==> config.mk <==
export PLATFORM = sky130hd
export DESIGN_NAME = dup_host_port
export DESIGN_NICKNAME = d
export VERILOG_FILES = /design/src/shared/dup_pkg.sv /design/src/rtl/dup_irq_pin.sv /design/src/rtl/dup_host_port.sv
export SDC_FILE = /design/constraint.sdc
export NUM_CORES = 1
export LEC_CHECK = 0
export ABC_AREA = 1
export BUFFER_PORTS_ARGS = -buffer_cell sky130_fd_sc_hd__buf_2
export CAP_MARGIN = 30
export CORE_UTILIZATION = 44
export CTS_CLUSTER_DIAMETER = 30
export DETAILED_ROUTE_END_ITERATION = 8
export PLACE_DENSITY = 0.78
export SYNTH_ARGS = -nofsm -noshare
export SYNTH_HDL_FRONTEND = slang
export SYNTH_HIERARCHICAL = 1
export SYNTH_SLANG_ARGS = --single-unit
==> constraint.sdc <==
create_clock -name mclk -period 1.2 [get_ports mclk]
set_input_delay 0.12 -clock mclk [delete_from_list [all_inputs] [get_ports mclk]]
set_output_delay 0.12 -clock mclk [all_outputs]
set_load 0.005 [all_outputs]
==> src/shared/dup_pkg.sv <==
// package for the dual uart host bus port: constants, states and overview
// Overview of operation
// - strap high separate strobes, low read/write line
// - three address bits choose channel register
// - read strobe fall fetches byte, drives bus
// - write strobe fall opens, rise loads byte
// - read/write-line style ignores read strobe
// - write strobe is direction: high read, low write
// - first select enables channel a only
// - second select enables channel b only
// - read/write-line style: first select is chip select
// - second select picks channel: low a, high b
// - enable set: interrupt driven, general output low
// - enable clear: interrupt floats, general output high
// - read/write-line: channel a pin open-drain device irq
// - read/write-line: channel b interrupt held low
package dup_pkg;
    localparam int          DATA_W          = 8;     // data bus width
    localparam int          ADDR_W          = 3;     // register select width
    localparam logic        STYLE_SEPARATE  = 1'b1;  // strap level for separate strobes
    localparam logic        CHAN_A          = 1'b0;  // channel code for a
    localparam logic        CHAN_B          = 1'b1;  // channel code for b
    localparam logic [7:0]  DATA_RESET      = 8'h00; // data and write latches after reset
    localparam logic [2:0]  ADDR_RESET      = 3'h0;  // address latch after reset
    localparam logic        GENERAL_RESET   = 1'b1;  // general output idles high

    // access sequencer states, gray along idle-fetch-drive and idle-write
    typedef enum logic [1:0] {
        DUP_IDLE       = 2'b00,
        DUP_READ_FETCH = 2'b01,
        DUP_READ_DRIVE = 2'b11,
        DUP_WRITE_OPEN = 2'b10
    } dup_state_type;
endpackage : dup_pkg

==> src/rtl/dup_irq_pin.sv <==
// one channel interrupt pin driver with its companion general output
`timescale 1ns/10ps
module dup_irq_pin (
    input  wire logic mclk,
    input  wire logic rst_n,
    input  wire logic separate_style,   // strap, high for separate strobes
    input  wire logic is_channel_a,     // this instance serves channel a
    input  wire logic irq_in,           // active-high request to present
    input  wire logic ioe,              // interrupt output enable bit
    output logic      pin_out,          // pin level when driven
    output logic      pin_oe,           // high while the pin is driven
    output logic      general_out       // companion general output
);
    // next values per style
    wire next_out = separate_style ? irq_in : 1'b0;
    wire next_oe  = separate_style ? ioe : (is_channel_a ? irq_in : 1'b1);

    // registered so the pins never glitch on decode hazards
    always_ff @(posedge mclk)
    begin
        if (!rst_n)
        begin
            pin_out     <= 1'b0;
            pin_oe      <= 1'b0;
            general_out <= dup_pkg::GENERAL_RESET;
        end
        else
        begin
            pin_out     <= next_out;
            pin_oe      <= next_oe;
            general_out <= ~ioe;
        end
    end

    property p_irq_on;
        @(posedge mclk) disable iff (!rst_n)
        (separate_style && ioe) |=> (pin_oe && !general_out && pin_out == $past(irq_in));
    endproperty
    a_irq_on: assert property (p_irq_on) else $error("enabled irq not driven");

    property p_irq_off;
        @(posedge mclk) disable iff (!rst_n)
        (separate_style && !ioe) |=> (!pin_oe && general_out);
    endproperty
    a_irq_off: assert property (p_irq_off) else $error("disabled irq not floating");

    property p_open_drain;
        @(posedge mclk) disable iff (!rst_n)
        (!separate_style && is_channel_a) |=> (!pin_out && pin_oe == $past(irq_in));
    endproperty
    a_open_drain: assert property (p_open_drain) else $error("open drain irq wrong");

    property p_b_low;
        @(posedge mclk) disable iff (!rst_n)
        (!separate_style && !is_channel_a) |=> (!pin_out && pin_oe);
    endproperty
    a_b_low: assert property (p_b_low) else $error("channel b irq not held low");
endmodule : dup_irq_pin

==> src/rtl/dup_host_port.sv <==
// host bus port of the dual uart: strobe decode, access sequencing, irq pins
`timescale 1ns/10ps
module dup_host_port (
    input  wire logic                       mclk,
    input  wire logic                       rst_n,
    input  wire logic                       bus_style,            // strap
    input  wire logic [dup_pkg::ADDR_W-1:0] addr,                 // register select
    input  wire logic                       read_strobe_n,
    input  wire logic                       write_strobe_n,       // also direction line
    input  wire logic                       channel_a_select_n,
    input  wire logic                       channel_b_select_n,   // also channel bit
    input  wire logic [dup_pkg::DATA_W-1:0] data_in,              // data bus, pin side
    output logic      [dup_pkg::DATA_W-1:0] data_out,
    output logic                            data_oe,              // high while driving bus
    output logic                            reg_read,             // one-cycle fetch request
    output logic                            reg_write,            // one-cycle load request
    output logic                            reg_channel,          // 0 a, 1 b
    output logic      [dup_pkg::ADDR_W-1:0] reg_addr,
    output logic      [dup_pkg::DATA_W-1:0] reg_wdata,
    input  wire logic [dup_pkg::DATA_W-1:0] reg_rdata,            // valid while reg_read
    input  wire logic                       channel_a_irq,        // internal requests
    input  wire logic                       channel_b_irq,
    input  wire logic                       channel_a_ioe,        // output enable bits
    input  wire logic                       channel_b_ioe,
    output logic                            channel_a_interrupt,
    output logic                            channel_a_interrupt_oe,
    output logic                            channel_b_interrupt,
    output logic                            channel_b_interrupt_oe,
    output logic                            channel_a_general_output,
    output logic                            channel_b_general_output
);
    dup_pkg::dup_state_type state;          // access sequencer
    dup_pkg::dup_state_type next_state;

    // style decode
    wire separate = (bus_style == dup_pkg::STYLE_SEPARATE);
    // separate style: exactly one select low; both low is treated as no access
    wire sep_sel  = channel_a_select_n ^ channel_b_select_n;
    wire sep_chan = channel_a_select_n ? dup_pkg::CHAN_B : dup_pkg::CHAN_A;
    // read/write-line style: one chip select, second select is channel bit
    wire rw_sel   = !channel_a_select_n;
    wire rw_chan  = channel_b_select_n;
    wire selected = separate ? sep_sel : rw_sel;
    wire access_chan = separate ? sep_chan : rw_chan;
    // strobe levels; read strobe unused in read/write-line style
    wire rd_active = selected && (separate ? !read_strobe_n : write_strobe_n);
    wire wr_active = selected && (separate ? !write_strobe_n : !write_strobe_n);

    // state decodes
    wire in_idle  = (state == dup_pkg::DUP_IDLE);
    wire in_fetch = (state == dup_pkg::DUP_READ_FETCH);
    wire in_drive = (state == dup_pkg::DUP_READ_DRIVE);
    wire in_write = (state == dup_pkg::DUP_WRITE_OPEN);
    wire write_end = in_write && !wr_active;    // strobe rise or deselect closes it

    // next state
    always_comb
    begin
        next_state = state;
        case (state)
            dup_pkg::DUP_IDLE:
            begin
                // read wins if a glitchy host shows both
                if (rd_active)
                    next_state = dup_pkg::DUP_READ_FETCH;
                else if (wr_active)
                    next_state = dup_pkg::DUP_WRITE_OPEN;
            end
            dup_pkg::DUP_READ_FETCH:
            begin
                // a strobe too short to see the data just ends quietly
                next_state = rd_active ? dup_pkg::DUP_READ_DRIVE : dup_pkg::DUP_IDLE;
            end
            dup_pkg::DUP_READ_DRIVE:
            begin
                // host samples on the rising strobe, then we release
                if (!rd_active)
                    next_state = dup_pkg::DUP_IDLE;
            end
            dup_pkg::DUP_WRITE_OPEN:
            begin
                if (!wr_active)
                    next_state = dup_pkg::DUP_IDLE;
            end
            default: next_state = dup_pkg::DUP_IDLE;
        endcase
    end

    // handshake outputs straight from state
    assign reg_read = in_fetch;
    assign data_oe  = in_drive;

    // state register
    always_ff @(posedge mclk)
    begin
        if (!rst_n)
            state <= dup_pkg::DUP_IDLE;
        else
            state <= next_state;
    end

    // address and channel latched at the opening edge of an access
    always_ff @(posedge mclk)
    begin
        if (!rst_n)
        begin
            reg_addr    <= dup_pkg::ADDR_RESET;
            reg_channel <= dup_pkg::CHAN_A;
        end
        else if (in_idle && (rd_active || wr_active))
        begin
            reg_addr    <= addr;
            reg_channel <= access_chan;
        end
    end

    // read byte captured once, held while the strobe stays low
    always_ff @(posedge mclk)
    begin
        if (!rst_n)
            data_out <= dup_pkg::DATA_RESET;
        else if (in_fetch)
            data_out <= reg_rdata;
    end

    // write data taken when the strobe rises; bus still holds it then
    always_ff @(posedge mclk)
    begin
        if (!rst_n)
        begin
            reg_wdata <= dup_pkg::DATA_RESET;
            reg_write <= 1'b0;
        end
        else
        begin
            reg_write <= write_end;
            if (write_end)
                reg_wdata <= data_in;
        end
    end

    // device-wide request for the open-drain pin
    wire any_irq = channel_a_irq || channel_b_irq;

    // one pin driver per channel
    dup_irq_pin u_irq_a (
        .mclk           (mclk),
        .rst_n          (rst_n),
        .separate_style (separate),
        .is_channel_a   (1'b1),
        .irq_in         (separate ? channel_a_irq : any_irq),
        .ioe            (channel_a_ioe),
        .pin_out        (channel_a_interrupt),
        .pin_oe         (channel_a_interrupt_oe),
        .general_out    (channel_a_general_output)
    );

    dup_irq_pin u_irq_b (
        .mclk           (mclk),
        .rst_n          (rst_n),
        .separate_style (separate),
        .is_channel_a   (1'b0),
        .irq_in         (channel_b_irq),
        .ioe            (channel_b_ioe),
        .pin_out        (channel_b_interrupt),
        .pin_oe         (channel_b_interrupt_oe),
        .general_out    (channel_b_general_output)
    );

    // checks of the bus sequencing
    property p_read_start;
        @(posedge mclk) disable iff (!rst_n)
        (in_idle && rd_active) |=> (reg_read ##1 (data_oe || !$past(rd_active)));
    endproperty
    a_read_start: assert property (p_read_start) else $error("read not started");

    property p_read_data;
        @(posedge mclk) disable iff (!rst_n)
        (reg_read && rd_active) |=> (data_oe && data_out == $past(reg_rdata));
    endproperty
    a_read_data: assert property (p_read_data) else $error("read byte wrong");

    property p_addr;
        @(posedge mclk) disable iff (!rst_n)
        (in_idle && (rd_active || wr_active)) |=> (reg_addr == $past(addr));
    endproperty
    a_addr: assert property (p_addr) else $error("register select not latched");

    property p_write_load;
        @(posedge mclk) disable iff (!rst_n)
        write_end |=> (reg_write && reg_wdata == $past(data_in) && !reg_read);
    endproperty
    a_write_load: assert property (p_write_load) else $error("write not loaded");

    property p_style_sep;
        @(posedge mclk) disable iff (!rst_n)
        (separate && in_idle && sep_sel && !read_strobe_n) |=> reg_read;
    endproperty
    a_style_sep: assert property (p_style_sep) else $error("separate read missed");

    property p_rd_ignored;
        @(posedge mclk) disable iff (!rst_n)
        (!separate && in_idle && rw_sel && !write_strobe_n) |=> (in_write && !reg_read);
    endproperty
    a_rd_ignored: assert property (p_rd_ignored) else $error("write line not a write");

    property p_dir_read;
        @(posedge mclk) disable iff (!rst_n)
        (!separate && in_idle && rw_sel && write_strobe_n) |=> reg_read;
    endproperty
    a_dir_read: assert property (p_dir_read) else $error("direction high not read");

    property p_sel_a;
        @(posedge mclk) disable iff (!rst_n)
        (separate && in_idle && !channel_a_select_n && channel_b_select_n
         && (rd_active || wr_active)) |=> (reg_channel == dup_pkg::CHAN_A);
    endproperty
    a_sel_a: assert property (p_sel_a) else $error("select a wrong channel");

    property p_sel_b;
        @(posedge mclk) disable iff (!rst_n)
        (separate && in_idle && channel_a_select_n && !channel_b_select_n
         && (rd_active || wr_active)) |=> (reg_channel == dup_pkg::CHAN_B);
    endproperty
    a_sel_b: assert property (p_sel_b) else $error("select b wrong channel");

    property p_chip_sel;
        @(posedge mclk) disable iff (!rst_n)
        (!separate && channel_a_select_n && in_idle) |=> in_idle;
    endproperty
    a_chip_sel: assert property (p_chip_sel) else $error("access without chip select");

    property p_chan_bit;
        @(posedge mclk) disable iff (!rst_n)
        (!separate && in_idle && rw_sel) |=> (reg_channel == $past(channel_b_select_n));
    endproperty
    a_chan_bit: assert property (p_chan_bit) else $error("channel bit ignored");

    property p_no_sel;
        @(posedge mclk) disable iff (!rst_n)
        (!selected && !in_write) |=> (!data_oe && !reg_read && in_idle);
    endproperty
    a_no_sel: assert property (p_no_sel) else $error("unselected access acted");

    c_read:  cover property (@(posedge mclk) disable iff (!rst_n) reg_read ##1 data_oe ##1 !data_oe);
    c_write: cover property (@(posedge mclk) disable iff (!rst_n) in_write ##1 reg_write);
    c_rw_b:  cover property (@(posedge mclk) disable iff (!rst_n)
                             !separate && reg_write && reg_channel);
endmodule : dup_host_port

==> results of run 1 <==
layout make-up:
| class | instances | area [µm²] |
|---|---|---|
| fill | 245 | 865 |
| sequential | 29 | 583 |
| multi-input combinational | 107 | 484 |
| timing repair buffer | 69 | 380 |
| inverter | 18 | 72.6 |
| clock buffer | 5 | 37.5 |
| tap | 30 | 37.5 |
| clock inverter | 3 | 17.5 |
placed cells by master, fill, tap and decap left out, types with 3 or more instances in the layout:
cell	instances
sky130_fd_sc_hd__buf_2	58
sky130_fd_sc_hd__buf_4	8
sky130_fd_sc_hd__clkbuf_4	5
sky130_fd_sc_hd__dfxtp_1	27
sky130_fd_sc_hd__dlygate4sd3_1	3
sky130_fd_sc_hd__inv_1	15
sky130_fd_sc_hd__nand2_1	21
sky130_fd_sc_hd__nand3_1	6
sky130_fd_sc_hd__nor2_1	49
sky130_fd_sc_hd__o21ai_0	16
per-stage QoR:
step	utilization [%]	worst slack (ns)
2_1_floorplan	-	0.156
3_3_place_gp	59.9	0.105
3_5_place_dp	59.9	0.0690
4_1_cts	63.0	0.000390
5_1_grt	65.1	0.00508
6_report	65.1	0.0605
registers in the layout, indices dropped and copies added (netlist names), 2 cells and up:
| name | flops |
|---|---|
| reg_addr | 3 |
| state | 2 |
| reg_wdata | 8 |
| data_out | 8 |
cells by family (layout without fill, tap and decap cells):
logic type | count (synthesis) | after routing | synth area share, %
and+or+nand+nor | 84 | 84 | 31.4
DFF | 29 | 29 | 50.8
AOI/OAI and AO/OA | 21 | 21 | 10.1
buffers and inverters | 20 | 95 | 7.11
other | 2 | 2 | 0.657
how the worst min path moves through the flow:
| stage | startpoint | to | slack, ns | cells past startpoint |
|---|---|---|---|---|
| after CTS | reg_rdata[3] | data_out[3] | 0.006 | 3 |
| final | reg_rdata[0] | data_out[0] | 0.02 | 3 |
| after floorplan | channel_a_ioe | u_irq_a/general_out | 0.18 | 1 |
| after global routing | reg_rdata[0] | data_out[0] | 0.01 | 3 |
| after global placement | channel_a_ioe | u_irq_a/general_out | 0.30 | 2 |
| after detailed placement | channel_b_ioe | u_irq_b/general_out | 0.30 | 2 |
what timing repair did:
item,4_1_cts,5_1_grt
hold endpoints to repair,2,1
buffers inserted,1,5
pin swaps,0,1
endpoints found under the setup margin,1,3
hold buffers,2,1
resized for setup,1,3
tightest hold or removal path, cell delays in order:
cell                     delay, ns
sky130_fd_sc_hd__buf_2        0.08
sky130_fd_sc_hd__nor2_1       0.03
sky130_fd_sc_hd__nor2_1       0.08
routing by layer:
metal  vias up  global-route usage (%)
met1       493                    19.0
met4         0                    10.5
met2        36                    32.7
met3         4                    6.32
met5         -                       0
li1        623                       -
power breakdown:
group	internal [mW]	total, mW	switching [mW]	leakage [nW]
sequential	1.02	1.05	0.0249	0.239
combinational	0.156	0.323	0.167	0.637
clock	0.220	0.569	0.348	0.0310
total	1.40	1.94	0.540	0.907
==> metrics.csv, run 1 <==
stage,metric,value,unit
clocking,clock transition at the registers of the reported paths,0.10,ns
routing,detailed-routing wirelength on met1,1.04,mm
grt,vias in the first global route,938,
timing,max frequency,878,MHz
place,Cells after DPL,245,
layout,fraction of final layout cells sized beyond drive strength 1,38.1,%
timing,"Min Clock Period, post-route",1.14,ns
floorplanning,die height,53.0,µm
clocking,clock net sink count,29,
flow_run,number of max-cap violations,0,
setup_path,worst setup path startpoint,state[0],
synth,count of flip-flops with a built-in enable after synthesis,0,
synth,area of the mapped netlist,1140,µm²
floorplanning,area enclosed by the die boundary,2810,µm²
clocking,clock latency at the later pin of the worst-skew pair,0.32,ns
place,detailed-placement wirelength estimate,1.72,mm
synth,cell accounting for the most synthesized area,sky130_fd_sc_hd__dfxtp_1,
routing,number of nets with antenna violations after detailed routing,0,
clocking,number of buffers created by CTS,5,
routing,via count normalized by instance count,4.43,
synth,proportion of register bits with asynchronous set or reset after synthesis,0,%
setup_path,CP Data Arrival Time,1.02,ns
timing,count of endpoints failing hold in the final timing report,0,
timing,fin crit share,95.0,%
setup_path,register-to-register setup slack,0.10,ns
routing,met3 wire length,136,µm
setup_path,element type at the critical path end,output port,
clocking,# H-tree levels,2,
grt,wire length of the first global-routing pass,3.68,mm
timing,number of endpoints failing setup at the final stage,0,
layout,area growth from synthesis to layout,41.0,%
status,result of the run,finished clean,
clocking,maximum clock path buffer count,2,
clocking,clock root buffer,sky130_fd_sc_hd__clkbuf_4,
synth,mean instance size in the synthesized netlist,7.33,µm²
worst_hold_path,path category of the worst min-delay check,in -> reg,
synth,dominant cells by area after synthesis,"sky130_fd_sc_hd__dfxtp_1 51%, sky130_fd_sc_hd__nor2_1 16%, sky130_fd_sc_hd__o21ai_0 7.0%, sky130_fd_sc_hd__nand2_1 6.9%, sky130_fd_sc_hd__inv_1 5.3%",
grt,GR Overflow Total,0,
grt,global-route usage over all layers,18.6,%
floorplanning,number of ports placed on the die boundary,59,
clocking,TritonCTS clock tree,yes,
routing,drt wl/cell,9.36,µm
place,# port buffers,58,
layout,number of diodes,0,
routing,Detailed Route Iter0 Violations,12,
setup_path,number of cells on the worst reg-to-reg path,6,
place,gp weighted congestion,0.796,
floorplanning,CORE AREA,2480,µm²
floorplanning,effective utilization at floorplan,46.2,%
power,IR Drop Worst-Case VDD,0.836,mV
power,reported leakage power,0.907,nW
setup_path,highest fanout seen on the critical path,6,
routing,drc violations,0,
setup_path,slowest cell delay on critical path,0.35,ns
timing,Min Hold Slack,0.0163,ns
setup_path,start of the worst register-to-register path,state[0],
floorplanning,horizontal die dimension,53.0,µm
setup_path,cell with the biggest individual delay on the critical path,sky130_fd_sc_hd__dfxtp_2,
synth,total of warnings raised by yosys,6,
synth,leading register cell type out of synthesis,sky130_fd_sc_hd__dfxtp_1,
setup_path,number of gates on the worst path with buffers counted,3,
place,Post-DP Area,1490,µm²
synth,count of cell types in the netlist,18,
setup_path,class of the most critical setup path,reg -> out,
routing,detailed-router iteration count before antenna repair,4,
synth,Seq cells post-synth,29,
layout,final net count,260,
synth,most instantiated library cell after synthesis,sky130_fd_sc_hd__nor2_1,
setup_path,CP startpoint kind,register,
synth,number of standard cells after synthesis,156,
layout,Final Cell Area,1610,µm²
routing,uppermost layer routed,met4,
floorplanning,row cnt,18,
synth,fraction of synthesized cell area taken by the top area cell type,50.8,%
timing,RSZ-0062 raised after global routing,false,
setup_path,endpoint of the most critical register-to-register path,reg_addr[0],
power,overall power of the completed layout,1.94,mW
setup_path,list of cells traversed by the critical path,inv_2 -> nor2_4 -> buf_2,
synth,Post-Syn Nets,186,
synth,Commonest cells post-synth,"50 x sky130_fd_sc_hd__nor2_1, 29 x sky130_fd_sc_hd__dfxtp_1, 21 x sky130_fd_sc_hd__nand2_1, 16 x sky130_fd_sc_hd__inv_1, 16 x sky130_fd_sc_hd__o21ai_0",
routing,total routed wirelength,2.44,mm
power,power density of the placed cells,1200,nW/µm²
timing,Final Max Tran Viols,0,
setup_path,endpoint of the worst setup timing path,reg_read,
setup_path,cell class contributing the biggest share of worst-path delay,flip-flops,
setup_path,WP data required,1.08,ns
routing,Via Count,1156,
timing,setup_tns,0,ns
layout,fin cells,261,
routing,routed length on met2,1.23,mm
setup_path,number of buffer and inverter instances along the worst setup path,2,
grt,initial antenna violation count,0,
synth,portion of the post-synthesis area used by sequential elements,50.8,%
grt,maximum number of pins on one net before global-route repair,29,
timing,Max Clock Skew,0.00561,ns
No activity file was read; power rests on OpenSTA's default activity.
==> inputs of run 2 (changes only) <==
- CELL_PAD_IN_SITES_DETAIL_PLACEMENT: unset -> 0
- CELL_PAD_IN_SITES_GLOBAL_PLACEMENT: unset -> 1
- CORE_UTILIZATION: 44 -> 30
- PLACE_DENSITY: 0.78 -> unset
- PLACE_DENSITY_LB_ADDON: unset -> 0.1
- RECOVER_POWER: unset -> 50
==> metrics.csv, run 2 (same netlist as run 1, synthesis figures left out) <==
stage,metric,value,unit
status,result of the run,finished clean,
power,Clock power frac,42.8,%
routing,Via Count,1132,
routing,total routed wirelength,2.51,mm
layout,largest registers ranked by flip-flop count,"data_out (8), reg_wdata (8), reg_addr (3)",
clocking,# H-tree levels,2,
routing,drc violations,0,
setup_path,element type at the critical path end,output port,
layout,fraction of final layout cells sized beyond drive strength 1,32.7,%
flow_run,number of max-cap violations,0,
power,net switching power,0.531,mW
timing,count of endpoints failing hold in the final timing report,0,
timing,Max Clock Skew,0.00471,ns
power,IR Drop Worst-Case VDD,0.597,mV
grt,initial antenna violation count,0,
grt,maximum number of pins on one net before global-route repair,24,
floorplanning,area enclosed by the die boundary,4060,µm²
grt,wire length of the first global-routing pass,4.40,mm
setup_path,slowest cell delay on critical path,0.33,ns
floorplanning,effective utilization at floorplan,31.2,%
worst_hold_path,path category of the worst min-delay check,in -> reg,
floorplanning,die height,63.7,µm
power,power density of the placed cells,1450,nW/µm²
timing,setup slack of the critical path after layout,0.0636,ns
clocking,TritonCTS clock tree,yes,
routing,via count normalized by instance count,4.13,
grt,global-route usage over all layers,13.9,%
timing,max frequency,880,MHz
layout,area growth from synthesis to layout,43.1,%
floorplanning,row cnt,22,
setup_path,list of cells traversed by the critical path,buf_4 -> nor2_4 -> buf_2,
timing,RSZ-0062 raised after global routing,false,
power,cell internal power dissipation,1.84,mW
setup_path,cell with the biggest individual delay on the critical path,sky130_fd_sc_hd__dfxtp_2,
layout,final net count,255,
clocking,maximum clock path buffer count,2,
clocking,number of buffers created by CTS,5,
setup_path,WP data required,1.08,ns
timing,fin crit share,94.7,%
grt,vias in the first global route,1070,
place,minimum setup slack after placement,0.0695,ns
place,detailed-placement wirelength estimate,1.92,mm
clocking,clock latency at the later pin of the worst-skew pair,0.27,ns
timing,"Min Clock Period, post-route",1.14,ns
timing,Slew @ Worst Pin,0.843,ns
place,gp weighted congestion,0.718,
clocking,clock root buffer,sky130_fd_sc_hd__clkbuf_8,
place,# port buffers,58,
floorplanning,number of ports placed on the die boundary,59,
power,Sw Share,22.4,%
layout,number of diodes,0,
power,Seq pwr share,44.3,%
timing,number of endpoints failing setup at the final stage,0,
setup_path,highest fanout seen on the critical path,6,
routing,number of nets with antenna violations after detailed routing,0,
layout,fin cells,274,
power,reported leakage power,0.878,nW
grt,GR Overflow Total,0,
setup_path,start of the worst register-to-register path,state[1],
setup_path,class of the most critical setup path,reg -> out,
layout,"leading cell types in the layout, fill and taps excluded","49 x sky130_fd_sc_hd__nor2_1, 49 x sky130_fd_sc_hd__buf_2, 27 x sky130_fd_sc_hd__dfxtp_1, 21 x sky130_fd_sc_hd__nand2_1",
floorplanning,horizontal die dimension,63.7,µm
timing,slew margin rel.,43.8,%
setup_path,CP startpoint kind,register,
clocking,clock transition at the registers of the reported paths,0.06,ns
routing,Detailed Route Iter0 Violations,47,
timing,setup_tns,0,ns
worst_hold_path,worst hold path startpoint,channel_b_ioe,
place,Cells after DPL,264,
timing,Final Max Tran Viols,0,
power,power share of the combinational group,13.0,%
routing,drt wl/cell,9.15,µm
floorplanning,CORE AREA,3660,µm²
setup_path,CP Data Arrival Time,1.02,ns
clocking,clock net sink count,29,
routing,detailed-router iteration count before antenna repair,4,
setup_path,worst setup path startpoint,state[1],
clocking,hold_buf cts,0,
## run 2: cell count changes in the layout (fill, tap and decap cells not counted)
cell / previous run / this run
sky130_fd_sc_hd__buf_2: 58 / 49
sky130_fd_sc_hd__buf_4: 8 / 5
sky130_fd_sc_hd__bufinv_16: 0 / 1
sky130_fd_sc_hd__clkbuf_1: 0 / 11
sky130_fd_sc_hd__clkbuf_4: 5 / 0
sky130_fd_sc_hd__clkbuf_8: 0 / 6
sky130_fd_sc_hd__clkinv_2: 2 / 0
sky130_fd_sc_hd__clkinvlp_4: 1 / 0
sky130_fd_sc_hd__dlygate4sd3_1: 3 / 0
sky130_fd_sc_hd__inv_1: 15 / 16
sky130_fd_sc_hd__inv_2: 2 / 1
## run 2: worst paths after layout
kind	end	slack [ns]	cells after the start
worst max-delay path	reg_read	0.06	3
worst min-delay path	u_irq_b/general_out	0.02	2
worst max register to register	data_out[6]	0.11	6
worst min register to register	state[1]	0.47	1
## run 2: what timing repair did
item / 4_1_cts / 5_1_grt
endpoints found under the setup margin: 1 / 5
pin swaps: 1 / 1
buffers inserted: 1 / 2
hold endpoints to repair: 0 / 0
resized for setup: 1 / 2
## run 2: power groups by stage
stage               registers (mW)  clock network, mW  logic, mW
floorplan                     1.08                  0      0.155
global placement              1.07                  0      0.308
detailed placement            1.07                  0      0.313
CTS                           1.05               1.06      0.314
global route                  1.06               1.12      0.352
finish                        1.05               1.01      0.307
## run 2: per-layer routing
layer	share of wire [%]	wire (µm)	vias to the layer above	track usage [%]
met2	49	1220	34	23.4
met4	0.68	17	0	4.26
met1	44	1110	485	15.8
met3	6.3	159	2	5.89
met5	0	0	-	0
li1	-	-	611	-
## run 2: per-stage QoR
stage	hold slack, ns	utilization (%)	area [µm²]	power [mW]
2_1_floorplan	0.182	-	1140	1.23
3_3_place_gp	0.301	41.4	1520	1.38
3_5_place_dp	0.306	41.4	1520	1.38
4_1_cts	0.00966	44.6	1630	2.42
5_1_grt	0.0133	44.7	1640	2.53
6_report	0.0194	44.7	1640	2.37
## run 2: worst max-delay path, delay by kind of cell, from the launching register on
| kind | cells | cell delay (ns) |
|---|---|---|
| simple gates | 1 | 0.15 |
| buf+inv | 2 | 0.28 |
| flops | 1 | 0.33 |
## run 2: final cells by class
cell class	instances	area, µm²
Clock inverter	1	30.0
Clock buffer	7	86.3
Tap cell	48	60.1
Timing Repair Buffer	64	320
Fill cell	408	2020
Inverter	18	72.6
Multi-Input combinational cell	107	484
Sequential cell	29	583
==> inputs of run 3 (changes only) <==
- BUFFER_PORTS_ARGS: -buffer_cell sky130_fd_sc_hd__buf_2 -> unset
- CORE_UTILIZATION: 30 -> 40
- DONT_BUFFER_PORTS: unset -> 1
- RECOVER_POWER: 50 -> unset
- SLEW_MARGIN: unset -> 20
==> metrics.csv, run 3 (same netlist as run 1, synthesis figures left out) <==
stage,metric,value,unit
status,result of the run,finished clean,
routing,detailed-router iteration count before antenna repair,5,
power,overall power of the completed layout,1.91,mW
timing,Max Clock Skew,0.00615,ns
grt,global-route usage over all layers,17.5,%
setup_path,WP data required,1.47,ns
setup_path,number of buffer and inverter instances along the worst setup path,3,
floorplanning,effective utilization at floorplan,41.8,%
layout,largest registers ranked by flip-flop count,"data_out (8), reg_wdata (8), reg_addr (3)",
timing,setup slack of the critical path after layout,0.0371,ns
place,# port buffers,0,
floorplanning,die height,55.5,µm
setup_path,number of cells on the worst reg-to-reg path,6,
setup_path,CP Data Arrival Time,1.43,ns
grt,wire length of the first global-routing pass,4.13,mm
power,IR Drop Worst-Case VDD,0.982,mV
grt,vias in the first global route,972,
clocking,clock root buffer,sky130_fd_sc_hd__clkbuf_4,
setup_path,start of the worst register-to-register path,state[0],
place,detailed-placement wirelength estimate,1.58,mm
worst_hold_path,worst hold path depth,3,
setup_path,element type at the critical path end,register,
setup_path,highest fanout seen on the critical path,2,
clocking,clock net sink count,29,
routing,total routed wirelength,2.55,mm
timing,RSZ-0062 raised after global routing,false,
layout,area growth from synthesis to layout,37.5,%
setup_path,cell with the biggest individual delay on the critical path,sky130_fd_sc_hd__dlygate4sd3_1,
layout,final net count,225,
setup_path,endpoint of the most critical register-to-register path,data_out[1],
setup_path,slowest cell delay on critical path,0.54,ns
setup_path,class of the most critical setup path,in -> reg,
grt,initial antenna violation count,0,
clocking,clock latency at the later pin of the worst-skew pair,0.32,ns
worst_hold_path,worst hold path startpoint,channel_a_irq,
setup_path,CP startpoint kind,input pin,
layout,"most common cell after layout, fill and taps aside",sky130_fd_sc_hd__nor2_1,
layout,fin cells,227,
routing,drt wl/cell,11.3,µm
routing,number of nets with antenna violations after detailed routing,0,
clocking,TritonCTS clock tree,yes,
grt,GR Overflow Total,0,
clocking,# H-tree levels,2,
layout,post-route core utilization,57.5,%
timing,slew margin rel.,54.9,%
floorplanning,row cnt,19,
power,power density of the placed cells,1210,nW/µm²
timing,setup_tns,0,ns
layout,fraction of final layout cells sized beyond drive strength 1,13.3,%
timing,Slew @ Worst Pin,0.677,ns
routing,Detailed Route Iter0 Violations,51,
setup_path,register-to-register setup slack,0.15,ns
layout,"leading cell types in the layout, fill and taps excluded","49 x sky130_fd_sc_hd__nor2_1, 28 x sky130_fd_sc_hd__dlygate4sd3_1, 27 x sky130_fd_sc_hd__dfxtp_1, 21 x sky130_fd_sc_hd__nand2_1, 16 x sky130_fd_sc_hd__o21ai_0",
clocking,number of buffers created by CTS,5,
setup_path,list of cells traversed by the critical path,dlygate4sd3_1 -> inv_1 -> nand2_1 -> nand2_1 -> dlygate4sd3_1 -> nor2_1,
clocking,maximum clock path buffer count,2,
timing,Final Max Tran Viols,0,
setup_path,cell class contributing the biggest share of worst-path delay,buffers and inverters,
grt,maximum number of pins on one net before global-route repair,23,
timing,number of endpoints failing setup at the final stage,0,
timing,"Min Clock Period, post-route",1.16,ns
power,reported leakage power,0.751,nW
floorplanning,number of ports placed on the die boundary,59,
place,Cells after DPL,187,
routing,Via Count,1056,
timing,count of endpoints failing hold in the final timing report,0,
timing,max frequency,860,MHz
floorplanning,horizontal die dimension,55.5,µm
floorplanning,CORE AREA,2730,µm²
flow_run,number of max-cap violations,0,
worst_hold_path,path category of the worst min-delay check,in -> reg,
floorplanning,area enclosed by the die boundary,3080,µm²
clocking,clock transition at the registers of the reported paths,0.10,ns
timing,fin crit share,96.9,%
worst_hold_path,end point of the most critical hold path,u_irq_a/pin_out,
place,gp weighted congestion,0.770,
routing,drc violations,0,
routing,via count normalized by instance count,4.65,
place,minimum setup slack after placement,0.0646,ns
layout,number of diodes,0,
-- run 3: worst max path at each step --
| stage | from | endpoint | slack (ns) | cells past startpoint |
|---|---|---|---|---|
| floorplan | state[1] | reg_wdata[0] | 0.16 | 5 |
| global placement | state[1] | reg_wdata[4] | 0.11 | 5 |
| detailed placement | state[1] | reg_wdata[1] | 0.06 | 5 |
| CTS | rst_n | state[0] | 0.02 | 3 |
| global route | state[0] | reg_read | 0.003 | 3 |
| finish | channel_b_ioe | u_irq_b/pin_oe | 0.04 | 6 |
-- run 3: timing repair --
action | CTS | global route
hold buffers | 30 | 0
gates cloned | 0 | 1
endpoints found under the hold margin | 29 | 0
pin swaps | 0 | 2
buffers inserted | 0 | 1
setup endpoints to repair | 1 | 10
gates resized for setup | 1 | 7
-- run 3: final cells by class --
| cell class | count | area (µm²) |
|---|---|---|
| fill | 267 | 1160 |
| multi-input combinational | 107 | 484 |
| timing repair buffer | 34 | 337 |
| clock inverter | 3 | 17.5 |
| sequential | 29 | 586 |
| clock buffer | 5 | 37.5 |
| inverter | 18 | 72.6 |
| tap | 31 | 38.8 |
-- run 3: worst register-to-register path: cells and delay by family, from the launching register on --
family	cells	cell delay [ns]
AND/OR/NAND/NOR	2	0.11
AO/OA/AOI/OAI	1	0.15
buffers and inverters	3	0.33
flip-flops	1	0.37
-- run 3: through the flow --
stage,hold WS [ns],area (µm²)
finish,0.0432,1570
global route,0.0241,1570
CTS,0.0215,1550
detailed placement,0.191,1190
global placement,0.185,1190
floorplan,0.182,1140
-- run 3: per-layer routing --
metal	track usage, %	share of wire [%]
met4	7.50	0.98
met1	18.7	43
met2	29.1	48
met5	0	0
met3	8.67	8.2
-- run 3: power breakdown --
part           switching, mW  leakage [nW]  total (mW)  internal, mW
Sequential            0.0417         0.239        1.06          1.02
Clock                  0.354        0.0310       0.574         0.221
Combinational          0.132         0.481       0.273         0.140
